## src/verilog/ldr_pkg.sv

```systemverilog
/*
 * ldr_pkg: register map, field layout, reset values and carrier types of the
 * page-2 link diagnostic register bank.
 * assumes: register access arrives as a decoded word request from the serial
 * management front end, on the transceiver core clock.
 */
package ldr_pkg;
    // page selection
    localparam logic [4:0]  LDR_PAGE_SEL_ADDR  = 5'h13;
    localparam logic [1:0]  LDR_PAGE_DIAG      = 2'h2;
    // register offsets
    localparam logic [4:0]  LDR_WIRE_LEN_ADDR  = 5'h14;
    localparam logic [4:0]  LDR_DRIFT_ADDR     = 5'h15;
    // drift register fields
    localparam int          LDR_TRIGGER_BIT    = 15;
    localparam int          LDR_CHOICE_BIT     = 8;
    localparam int          LDR_VALUE_MSB      = 7;
    // codes and reset values
    localparam logic [7:0]  LDR_LEN_UNKNOWN    = 8'hFF;
    localparam logic [7:0]  LDR_BYTE_RESET     = 8'h00;
    localparam logic [15:0] LDR_WORD_RESET     = 16'h0000;
    localparam logic [1:0]  LDR_PAGE_RESET     = 2'h0;
    // drift step in units of 0.0001 ppm
    localparam int          LDR_DRIFT_STEP_E4  = 51562;

    typedef struct packed {
        logic        rd;
        logic        wr;
        logic [4:0]  addr;
        logic [15:0] wdata;
    } ldr_req_type;

    typedef struct packed {
        logic        speed_100;
        logic        link_up;
        logic [7:0]  length_m;
        logic        length_ok;
    } ldr_link_type;

    typedef struct packed {
        logic        valid;
        logic [7:0]  offset;
        logic [7:0]  phase_corr;
    } ldr_dsp_type;
endpackage

```

## src/verilog/ldr_regs.sv

```systemverilog
/*
 * ldr_regs: page-2 link diagnostic register bank, wire length and clock drift.
 * assumes: a management front end gives one-cycle rd/wr strobes with a 5-bit
 * register address; read data is returned one cycle after rd.
 * link status pins are asynchronous and are synchronised here.
 * signal processor values are on this clock and steady while valid is high.
 * the page selection register lives here; only bits [1:0] are kept.
 * a capture request while one is pending is dropped.
 * other registers are answered elsewhere; hit_out tells which were ours.
 */
// Operation
// - registers 14h and 15h answer only when page selection bits [1:0] hold 10.
// - reserved upper bits ignore writes and read as zero.
// - wire length is an 8-bit meter estimate in the low byte, FF meaning unknown.
// - the estimate only has meaning at 100 Mb/s with link up, else it shows FF.
// - trigger with choice zero fetches the long-term frequency offset.
// - trigger with choice one fetches the present frequency control value.
// - the trigger bit is a self-clearing strobe that always reads zero.
// - the fetched value lands in the drift register low byte after the trigger.
// - the drift byte is two's complement in steps of about 5.1562 ppm.
// - the frequency control value is the long-term offset plus phase correction.
// - every field of both registers resets to zero.
`timescale 1ns/1ps
module ldr_regs (
    // clock and reset
    input  wire logic                  clk_in,
    input  wire logic                  srst_in,
    // management access
    input  wire ldr_pkg::ldr_req_type  req_in,
    output logic [15:0]                rdata_out,
    output logic                       rvalid_out,
    output logic                       hit_out,
    // link and signal processor status
    input  wire ldr_pkg::ldr_link_type link_in,
    input  wire ldr_pkg::ldr_dsp_type  dsp_in,
    // capture status
    output logic                       capture_busy_out
);
    import ldr_pkg::*;

    ldr_link_type  link_meta_reg;
    ldr_link_type  link_sync_reg;
    logic [1:0]    page_reg;
    logic [1:0]    page_next;
    logic [7:0]    length_reg;
    logic [7:0]    length_next;
    logic          choice_reg;
    logic          choice_next;
    logic          trigger_reg;
    logic          trigger_next;
    logic [15:0]   rdata_reg;
    logic [15:0]   rdata_next;
    logic          rvalid_reg;
    logic          rvalid_next;
    logic          hit_reg;
    logic          hit_next;
    logic          busy_reg;
    logic          busy_next;
    ldr_link_type  link_hold_reg;
    logic          link_stable;
    logic [7:0]    drift_value;
    logic          sampler_busy;
    logic          diag_page;

    function automatic logic ldr_decode(input logic [4:0] a, input logic [4:0] r,
                                        input logic pg);
        ldr_decode = pg && (a == r);
    endfunction

    ////////////////////////////////////////////////////////////////////////
    // link status synchroniser
    always_ff @(posedge clk_in) begin
        link_meta_reg <= link_in;
        link_sync_reg <= link_meta_reg;
        // hold stage for the whole-word agreement check
        link_hold_reg <= link_sync_reg;
    end

    ////////////////////////////////////////////////////////////////////////
    // drift sampler
    ldr_drift_sampler u_sampler (
        .clk_in     (clk_in),
        .srst_in    (srst_in),
        .trigger_in (trigger_reg),
        .choice_in  (choice_reg),
        .dsp_in     (dsp_in),
        .value_out  (drift_value),
        .busy_out   (sampler_busy)
    );

    ////////////////////////////////////////////////////////////////////////
    // page selection, choice and capture strobe
    assign diag_page = (page_reg == LDR_PAGE_DIAG);

    always_comb begin
        page_next    = page_reg;
        choice_next  = choice_reg;
        trigger_next = 1'b0;
        // read-only and reserved bits fall through
        if (req_in.wr) begin
            if (req_in.addr == LDR_PAGE_SEL_ADDR) begin
                page_next = req_in.wdata[1:0];
            end
            if (ldr_decode(req_in.addr, LDR_DRIFT_ADDR, diag_page)) begin
                choice_next  = req_in.wdata[LDR_CHOICE_BIT];
                trigger_next = req_in.wdata[LDR_TRIGGER_BIT];
            end
        end
    end

    always_ff @(posedge clk_in) begin
        if (srst_in) begin
            page_reg    <= LDR_PAGE_RESET;
            choice_reg  <= 1'b0;
            trigger_reg <= 1'b0;
        end else begin
            page_reg    <= page_next;
            choice_reg  <= choice_next;
            trigger_reg <= trigger_next;
        end
    end

    ////////////////////////////////////////////////////////////////////////
    // wire length estimate
    // status word taken only when two synced samples agree
    assign link_stable = (link_sync_reg == link_hold_reg);

    always_comb begin
        length_next = length_reg;
        if (link_stable) begin
            // estimate valid only at 100 Mb/s with link and a determined length
            if (link_sync_reg.speed_100 && link_sync_reg.link_up
                && link_sync_reg.length_ok) begin
                length_next = link_sync_reg.length_m;
            end else begin
                length_next = LDR_LEN_UNKNOWN;
            end
        end
    end

    always_ff @(posedge clk_in) begin
        if (srst_in) begin
            length_reg <= LDR_BYTE_RESET;
        end else begin
            length_reg <= length_next;
        end
    end

    ////////////////////////////////////////////////////////////////////////
    // read port
    always_comb begin
        rdata_next  = LDR_WORD_RESET;
        rvalid_next = req_in.rd;
        hit_next    = 1'b0;
        // unmapped or off-page reads answer zero with no hit
        if (req_in.rd) begin
            if (req_in.addr == LDR_PAGE_SEL_ADDR) begin
                rdata_next = {14'h0000, page_reg};
                hit_next   = 1'b1;
            end else if (ldr_decode(req_in.addr, LDR_WIRE_LEN_ADDR, diag_page)) begin
                rdata_next = {8'h00, length_reg};
                hit_next   = 1'b1;
            end else if (ldr_decode(req_in.addr, LDR_DRIFT_ADDR, diag_page)) begin
                // trigger reads zero, signed drift byte in low bits
                rdata_next = {7'h00, choice_reg, drift_value};
                hit_next   = 1'b1;
            end
        end
    end

    always_ff @(posedge clk_in) begin
        if (srst_in) begin
            rdata_reg  <= LDR_WORD_RESET;
            rvalid_reg <= 1'b0;
            hit_reg    <= 1'b0;
        end else begin
            rdata_reg  <= rdata_next;
            rvalid_reg <= rvalid_next;
            hit_reg    <= hit_next;
        end
    end

    ////////////////////////////////////////////////////////////////////////
    // capture status
    // strobe cycle counted too, before the sampler leaves idle
    assign busy_next = sampler_busy | trigger_reg;

    always_ff @(posedge clk_in) begin
        if (srst_in) begin
            busy_reg <= 1'b0;
        end else begin
            busy_reg <= busy_next;
        end
    end

    ////////////////////////////////////////////////////////////////////////
    // layout checks: read word is built from fixed field positions
    if (LDR_TRIGGER_BIT != 15) begin : g_trigger_check
        $error("capture strobe must be the top bit of the word");
    end
    if (LDR_CHOICE_BIT != LDR_VALUE_MSB + 1) begin : g_choice_check
        $error("choice bit must sit just above the drift byte");
    end
    if (LDR_WIRE_LEN_ADDR == LDR_DRIFT_ADDR) begin : g_addr_check
        $error("diagnostic registers need distinct offsets");
    end

    ////////////////////////////////////////////////////////////////////////
    // outputs, all registered
    assign rdata_out        = rdata_reg;
    assign rvalid_out       = rvalid_reg;
    assign hit_out          = hit_reg;
    assign capture_busy_out = busy_reg;
endmodule

```

## src/verilog/ldr_drift_sampler.sv

```systemverilog
/*
 * ldr_drift_sampler: fetches the long-term offset or the frequency control
 * value from the signal processor on a capture strobe, holds the result.
 * assumes: dsp values are on the core clock and stable while valid is high.
 */
`timescale 1ns/1ps
module ldr_drift_sampler (
    // clock and reset
    input  wire logic                 clk_in,
    input  wire logic                 srst_in,
    // request
    input  wire logic                 trigger_in,
    input  wire logic                 choice_in,
    input  wire ldr_pkg::ldr_dsp_type dsp_in,
    // result
    output logic [7:0]                value_out,
    output logic                      busy_out
);
    import ldr_pkg::*;

    typedef enum logic [0:0] {LDR_IDLE, LDR_FETCH} ldr_state_type;

    ldr_state_type state_reg;
    ldr_state_type state_next;
    logic          choice_reg;
    logic          choice_next;
    logic [7:0]    value_reg;
    logic [7:0]    value_next;

    function automatic logic [7:0] ldr_control_value(input logic [7:0] off,
                                                     input logic [7:0] corr);
        ldr_control_value = 8'(off + corr);
    endfunction

    ////////////////////////////////////////////////////////////////////////
    always_comb begin
        state_next  = state_reg;
        choice_next = choice_reg;
        value_next  = value_reg;
        unique case (state_reg)
            LDR_IDLE: begin
                if (trigger_in) begin
                    choice_next = choice_in;
                    state_next  = LDR_FETCH;
                end
            end
            LDR_FETCH: begin
                if (dsp_in.valid) begin
                    if (choice_reg) begin
                        value_next = ldr_control_value(dsp_in.offset,
                                                       dsp_in.phase_corr);
                    end else begin
                        value_next = dsp_in.offset;
                    end
                    state_next = LDR_IDLE;
                end
            end
        endcase
    end

    always_ff @(posedge clk_in) begin
        if (srst_in) begin
            state_reg  <= LDR_IDLE;
            choice_reg <= 1'b0;
            value_reg  <= LDR_BYTE_RESET;
        end else begin
            state_reg  <= state_next;
            choice_reg <= choice_next;
            value_reg  <= value_next;
        end
    end

    assign value_out = value_reg;
    assign busy_out  = (state_reg == LDR_FETCH);
endmodule

```

## config.mk

```make
export PLATFORM = sky130hd
export DESIGN_NAME = ldr_regs
export DESIGN_NICKNAME = d
export VERILOG_FILES = /design/src/verilog/ldr_pkg.sv /design/src/verilog/ldr_regs.sv /design/src/verilog/ldr_drift_sampler.sv
export SDC_FILE = /design/constraint.sdc
export NUM_CORES = 1
export LEC_CHECK = 0
export ABC_AREA = 1
export BUFFER_PORTS_ARGS = -buffer_cell sky130_fd_sc_hd__buf_2
export CAP_MARGIN = 10
export CORE_MARGIN = 2
export CORE_UTILIZATION = 35
export CTS_CLUSTER_DIAMETER = 30
export DETAILED_ROUTE_END_ITERATION = 10
export MAX_ROUTING_LAYER = met4
export PLACE_DENSITY = 0.55
export REMOVE_ABC_BUFFERS = 1
export SLEW_MARGIN = 0
export SYNTH_ARGS = -nofsm -noshare
export SYNTH_HDL_FRONTEND = slang
export SYNTH_HIERARCHICAL = 1
export SYNTH_SLANG_ARGS = --single-unit
```

## constraint.sdc

```tcl
create_clock -name clk_in -period 1.8 [get_ports clk_in]
set_input_delay 0.27 -clock clk_in [delete_from_list [all_inputs] [get_ports clk_in]]
set_output_delay 0.27 -clock clk_in [all_outputs]
set_load 0.01 [all_outputs]
```

==> impl_metrics.py, run 1 <==
metrics = {
    "power_and_ir_drop": {
        "power_leakage_nw": 1.63,
        "p_per_area_nw_per_um2": 947,
        "ir_drop_uv": 912,
    },
    "critical_path": {
        "critPathCaptureType": "flop",
        "cpMaxStageDelayCell": "fa_1",
        "critical_path_class": "input pin to flop",
        "cp_num_cells": 13,
        "arrival_ns": 1.60,
        "cpMostUsedCell": "nand2_1",
        "worstPathCellList": "buf_2 -> ha_1 -> inv_1 -> fa_1 -> inv_1 -> nand2_1 -> nand2_1 -> nand3b_4 -> nand2_1 -> nand2_1 -> nand3_1 -> nand2_1 -> a21oi_1",
        "cp.required_ns": 2.07,
        "critPathBufInv": 3,
        "critical_path.max_stage_delay_ns": 0.35,
        "start_kind": "input pin",
        "critical_path.max_fanout": 3,
        "critPathTopFamily": "adder cells",
        "reg2reg_depth": 8,
    },
    "synthesis": {
        "yosys_warnings": 6,
        "netlist.area_leader.share_pct": 48.9,
        "syn_area_um2": 2740,
        "yosys_register_bits": 67,
        "async_reset_ff_share_pct": 0,
        "netlist_instances": 335,
        "synth_edf_count": 0,
        "synth_flop_cell": "dfxtp_1",
        "synth_top_cell_by_area": "dfxtp_1",
        "yosys-top-cells-area": "dfxtp_1 (49%), nand2_1 (11%), nor2_1 (5.5%)",
        "ys_seq_area_share_pct": 48.9,
        "synth_cell_type_count": 35,
        "synth_area_per_cell_um2": 8.18,
    },
    "route": {
        "drt_iter0_drc": 96,
        "post_drt_wl_per_cell_um": 9.44,
        "num_vias": 2122,
        "drt_wl_total_mm": 4.76,
        "met1_length_mm": 2.27,
        "antenna_left": 0,
        "highest_layer": "met4",
        "wl_met2_mm": 2.13,
        "wl_met3_um": 304,
        "drc": 0,
        "drtPass1Iterations": 4,
        "via_per_inst": 4.21,
    },
    "place": {
        "numPortBuffers": 52,
        "dp.final_hpwl_mm": 3.66,
        "gp_congestion": 0.825,
    },
    "clock_tree": {
        "insertion_delay_ns": 0.34,
        "cts_tree": "yes",
        "post_cts_resize_count": 0,
        "cts-root-buf": "clkbuf_8",
        "clkSlewWorstSetupHoldPaths_ns": 0.07,
        "clock_path_buffers": 2,
        "htreeDepth": 3,
        "hold_buffers": 0,
        "cts_inserted_buffers": 9,
        "post-cts-setup-buffers": 0,
        "clock_sinks": 67,
    },
    "timing": {
        "tns_ns": 0,
        "period_share_pct": 73.8,
        "finalSetupViolCount": 0,
        "clock_skew_ns": 0.00782,
        "final_hold_viol_count": 0,
        "fmax_mhz": 753,
        "timing.hold.ws_ns": 0.0306,
        "fin_crit_ns": 1.33,
        "report.final.slew_viol_count": 0,
        "rsz0062_at_grt": "false",
    },
    "final_layout": {
        "n_antenna_cell": 0,
        "fillers": 782,
        "syn2layout_area_growth_pct": 21.6,
        "final_nets": 458,
        "drive_above_1_share_pct": 22.4,
    },
    "grt": {
        "overflow": 0,
        "grt_max_degree": 13,
        "antenna_found_initial": 0,
        "grt_pass1_vias": 1933,
        "grt_first_pass_wirelength_mm": 8.07,
        "grt_usage_pct": 12.4,
    },
    "status": {
        "status": "complete, no violations",
    },
    "floorplanning": {
        "core-area_um2": 7650,
        "pin_count": 72,
        "row_count": 32,
        "dieArea_um2": 8550,
        "die_x_um": 92.5,
        "die_h_um": 92.5,
        "start_util_pct": 35.8,
    },
    "min_path": {
        "hold_class": "input pin to flop",
        "min_path_cells": 1,
    },
    "flow_run": {
        "cap_violations": 0,
    },
}
report_power, final:
part | internal, W | switching (W) | total [W] | leakage [nW]
sequential | 0.00152 | 0.0000200 | 0.00154 | 0.553
clock | 0.000816 | 0.000541 | 0.00136 | 0.108
combinational | 0.000107 | 0.000146 | 0.000253 | 0.964
total | 0.00245 | 0.000707 | 0.00315 | 1.63
cells in the final DEF, fill, tap and decap left out, types with 2 or more instances in the layout:
cell	count
nand2_1	83
dfxtp_1	67
buf_2	52
nor2_1	40
inv_1	38
a21oi_1	20
nand3_1	14
clkbuf_8	10
o21ai_0	8
nand4_1	8
conb_1	7
ha_1	7
xnor2_1	5
nand2_2	4
nand2_4	3
nor2_8	3
o21ai_1	3
inv_2	2
a31oi_1	2
a21oi_2	2
nor2_4	2
clkinvlp_4	2
bufinv_16	2
routing by layer:
metal	vias to the layer above	global-route usage, %
li1	1168	-
met4	0	6.09
met2	53	19.4
met1	895	14.1
met5	-	-
met3	6	4.56
path summary, 6_finish.rpt:
check                                 from                                  end  slack (ns)
setup reg to reg  link_sync_reg[8]$_DFF_P_           length_reg[2]$_SDFFE_PP0N_        0.52
hold / removal                 link_in[10]            link_meta_reg[10]$_DFF_P_        0.03
setup / recovery                 dsp_in[8]  u_sampler/value_out[6]$_SDFFE_PP0P_        0.47
hold reg to reg   link_meta_reg[5]$_DFF_P_             link_sync_reg[5]$_DFF_P_        0.33
through the flow:
step	utilization (%)	worst slack [ns]	area, µm²	power (W)	std cells
after floorplan	-	0.345	2700	0.00174	332
after global placement	40.5	0.149	3090	0.00183	487
after detailed placement	40.5	0.127	3090	0.00183	487
after CTS	43.4	0.489	3320	0.00321	503
after global routing	43.6	0.322	3330	0.00330	504
final	43.6	0.472	3330	0.00315	504
cells in the mapped netlist, types with 2 or more instances:
master    n
a31oi_1   2
nand2_2   4
ha_1      7
buf_4     8
nor2_4    2
nand2_4   3
inv_1    38
xnor2_1   5
nand2_1  83
o21ai_0   8
nor2_8    3
dfxtp_1  67
nand4_1   8
nor2_1   40
inv_2     2
o21ai_1   3
a21oi_2   2
a21oi_1  20
nand3_1  14
cell type report:
type / count / area [µm²] / share of cell area, %
flip-flops and latches: 67 / 1340 / 40.3
multi-input cells: 225 / 1210 / 36.3
repair buffers: 54 / 278 / 8.34
inverters: 40 / 150 / 4.51
clock buffers: 10 / 138 / 4.13
well taps: 102 / 128 / 3.83
clock inverters: 6 / 88.8 / 2.67
worst reg2reg max path, cell delays in order, from the launching register on:
cell and delay (ns):
dfxtp_1 0.38, nand2_1 0.07, nand2_1 0.06, nand2_1 0.08
nor2_4 0.22, nand2_4 0.08, nor2_4 0.18, nor2_1 0.07
nor2_1 0.09
logic make-up after synthesis:
logic type                 count (synthesis)  share of synthesized area (%)
AOI/OAI and AO/OA                         38                           7.72
xor gates and xnor gates                   6                           1.92
adders and majority gates                  8                           3.93
buffers and inverters                     49                           7.81
DFF                                       67                           48.9
other                                      1                          0.137
and+or+nand+nor                          166                           29.5
Power figures use the tool's default switching activity.
==> inputs of run 2 (changes only) <==
--- a/config.mk
+++ b/config.mk
@@ -13,7 +13,7 @@
 export CTS_CLUSTER_DIAMETER = 30
 export DETAILED_ROUTE_END_ITERATION = 10
 export MAX_ROUTING_LAYER = met4
-export PLACE_DENSITY = 0.55
+export PLACE_DENSITY = 0.57
 export REMOVE_ABC_BUFFERS = 1
 export SLEW_MARGIN = 0
 export SYNTH_ARGS = -nofsm -noshare
==> constraint.sdc (replaced) <==
create_clock -name clk_in -period 1.2 [get_ports clk_in]
set_input_delay 0.18 -clock clk_in [delete_from_list [all_inputs] [get_ports clk_in]]
set_output_delay 0.18 -clock clk_in [all_outputs]
set_load 0.01 [all_outputs]
==> impl_metrics.py, run 2 (same netlist as run 1, synthesis figures left out) <==
metrics = {
    "status": {
        "status": "finished with violations",
        "violations": "negative setup slack",
    },
    "route": {
        "post_drt_wl_per_cell_um": 9.99,
        "num_vias": 2381,
        "drc": 0,
        "highest_layer": "met4",
        "wl_met3_um": 321,
        "met1_length_mm": 2.47,
        "drt_iter0_drc": 78,
        "drtPass1Iterations": 4,
        "antenna_left": 0,
        "via_per_inst": 4.38,
        "drt_wl_total_mm": 5.43,
        "wl_met2_mm": 2.54,
    },
    "clock_tree": {
        "cts_inserted_buffers": 9,
        "htreeDepth": 3,
        "clock_path_buffers": 2,
        "clkSlewWorstSetupHoldPaths_ns": 0.07,
        "cts-root-buf": "clkbuf_8",
        "cts_tree": "yes",
        "clock_sinks": 67,
        "insertion_delay_ns": 0.34,
    },
    "floorplanning": {
        "row_count": 32,
        "core-area_um2": 7650,
        "dieArea_um2": 8550,
        "die_x_um": 92.5,
        "start_util_pct": 35.8,
        "pin_count": 72,
        "die_h_um": 92.5,
    },
    "timing": {
        "fin_crit_ns": 1.24,
        "final_hold_viol_count": 0,
        "period_share_pct": 103,
        "rsz0062_at_grt": "true",
        "setup_slack_ns": -0.0419,
        "finalSetupViolCount": 2,
        "fmax_mhz": 805,
        "report.final.slew_viol_count": 0,
        "clock_skew_ns": 0.00649,
    },
    "critical_path": {
        "startpoint": "page_reg[1]$_SDFFE_PP0P_",
        "reg2reg_depth": 6,
        "start_kind": "flop",
        "r2r-end": "rdata_out[0]$_SDFF_PP0_",
        "rrSetupSlack_ns": -0.04,
        "critPathCapture": "rdata_out[0]$_SDFF_PP0_",
        "rr_startpoint": "page_reg[1]$_SDFFE_PP0P_",
        "cp.required_ns": 1.46,
        "critical_path.max_fanout": 8,
        "critical_path_class": "flop to flop",
        "critPathCaptureType": "flop",
        "arrival_ns": 1.50,
    },
    "grt": {
        "grt_usage_pct": 14.1,
        "grt_pass1_vias": 2203,
        "overflow": 0,
        "antenna_found_initial": 0,
        "grt_first_pass_wirelength_mm": 9.29,
        "grt_max_degree": 12,
    },
    "place": {
        "dp.final_hpwl_mm": 3.88,
        "dpl_worst_slack_ns": -0.377,
        "place_area_um2": 3240,
        "numPortBuffers": 52,
        "gp_congestion": 0.801,
    },
    "power_and_ir_drop": {
        "fin_total_pwr_w": 0.00480,
        "power_leakage_nw": 1.83,
        "p_per_area_nw_per_um2": 1280,
        "ir_drop_uv": 810,
    },
    "final_layout": {
        "final_cell_mix": "nand2_1 (68), dfxtp_1 (57), buf_2 (50)",
        "finalInstanceArea_um2": 3750,
        "fillers": 761,
        "final_util_pct": 49.1,
        "final_nets": 498,
        "layout_commonest_cell": "nand2_1",
        "drive_above_1_share_pct": 34.8,
        "syn2layout_area_growth_pct": 36.9,
        "n_antenna_cell": 0,
    },
    "flow_run": {
        "cap_violations": 0,
    },
    "min_path": {
        "hold_class": "input pin to flop",
    },
}
run 2: layout make-up:
type | instances | area [µm²] | share of cell area [%]
clock buffers | 11 | 131 | 3.50
clock inverters | 5 | 77.6 | 2.07
inverters | 40 | 150 | 4.00
multi-input cells | 226 | 1300 | 34.6
flip-flops and latches | 67 | 1350 | 36.1
well taps | 102 | 128 | 3.40
repair buffers | 93 | 612 | 16.3
run 2: worst max-delay path, stage by stage (launching register included):
cell and delay, ns:
dfxtp_2 0.35, nand2_2 0.06, nor3_4 0.16, nand2_4 0.15, nor2_8 0.19, nand2_1 0.09
a31oi_1 0.15
run 2: metrics by stage:
stage                     hold slack, ns  setup TNS, ns  std cells
after floorplan                    0.208         -0.361        332
after global placement             0.282          -1.64        506
after detailed placement           0.284          -1.94        506
after CTS                         0.0428         -0.179        540
after global routing              0.0627          -1.32        544
final                             0.0601        -0.0496        544
run 2: power breakdown:
group	total [W]	switching, W	internal (W)
clock network	0.00197	0.000809	0.00116
registers	0.00232	0.0000301	0.00229
logic	0.000511	0.000258	0.000253
total	0.00480	0.00110	0.00371
run 2: worst min path at each step:
stage                from                        to  slack (ns)  cells past startpoint
5_1_grt        req_in[15]    trigger_reg$_SDFF_PP0_        0.06                      3
2_1_floorplan  link_in[0]  link_meta_reg[0]$_DFF_P_        0.21                      0
3_5_place_dp   link_in[3]  link_meta_reg[3]$_DFF_P_        0.28                      1
4_1_cts        req_in[15]    trigger_reg$_SDFF_PP0_        0.04                      3
6_report       req_in[15]    trigger_reg$_SDFF_PP0_        0.06                      3
3_3_place_gp   link_in[4]  link_meta_reg[4]$_DFF_P_        0.28                      1
run 2: timing repair:
| item | in CTS | in global routing |
|---|---|---|
| endpoints found under the setup margin | 13 | 19 |
| pin swaps | 12 | 20 |
| endpoints found under the hold margin | 11 | 0 |
| gates cloned | 0 | 1 |
| resized for setup | 10 | 35 |
| hold buffers | 11 | 0 |
| setup buffers | 7 | 3 |
run 2: layer usage:
| metal | global-route usage (%) | up-vias |
|---|---|---|
| met1 | 15.6 | 1049 |
| met5 | - | - |
| li1 | - | 1259 |
| met3 | 5.45 | 11 |
| met4 | 5.22 | 0 |
| met2 | 23.0 | 62 |
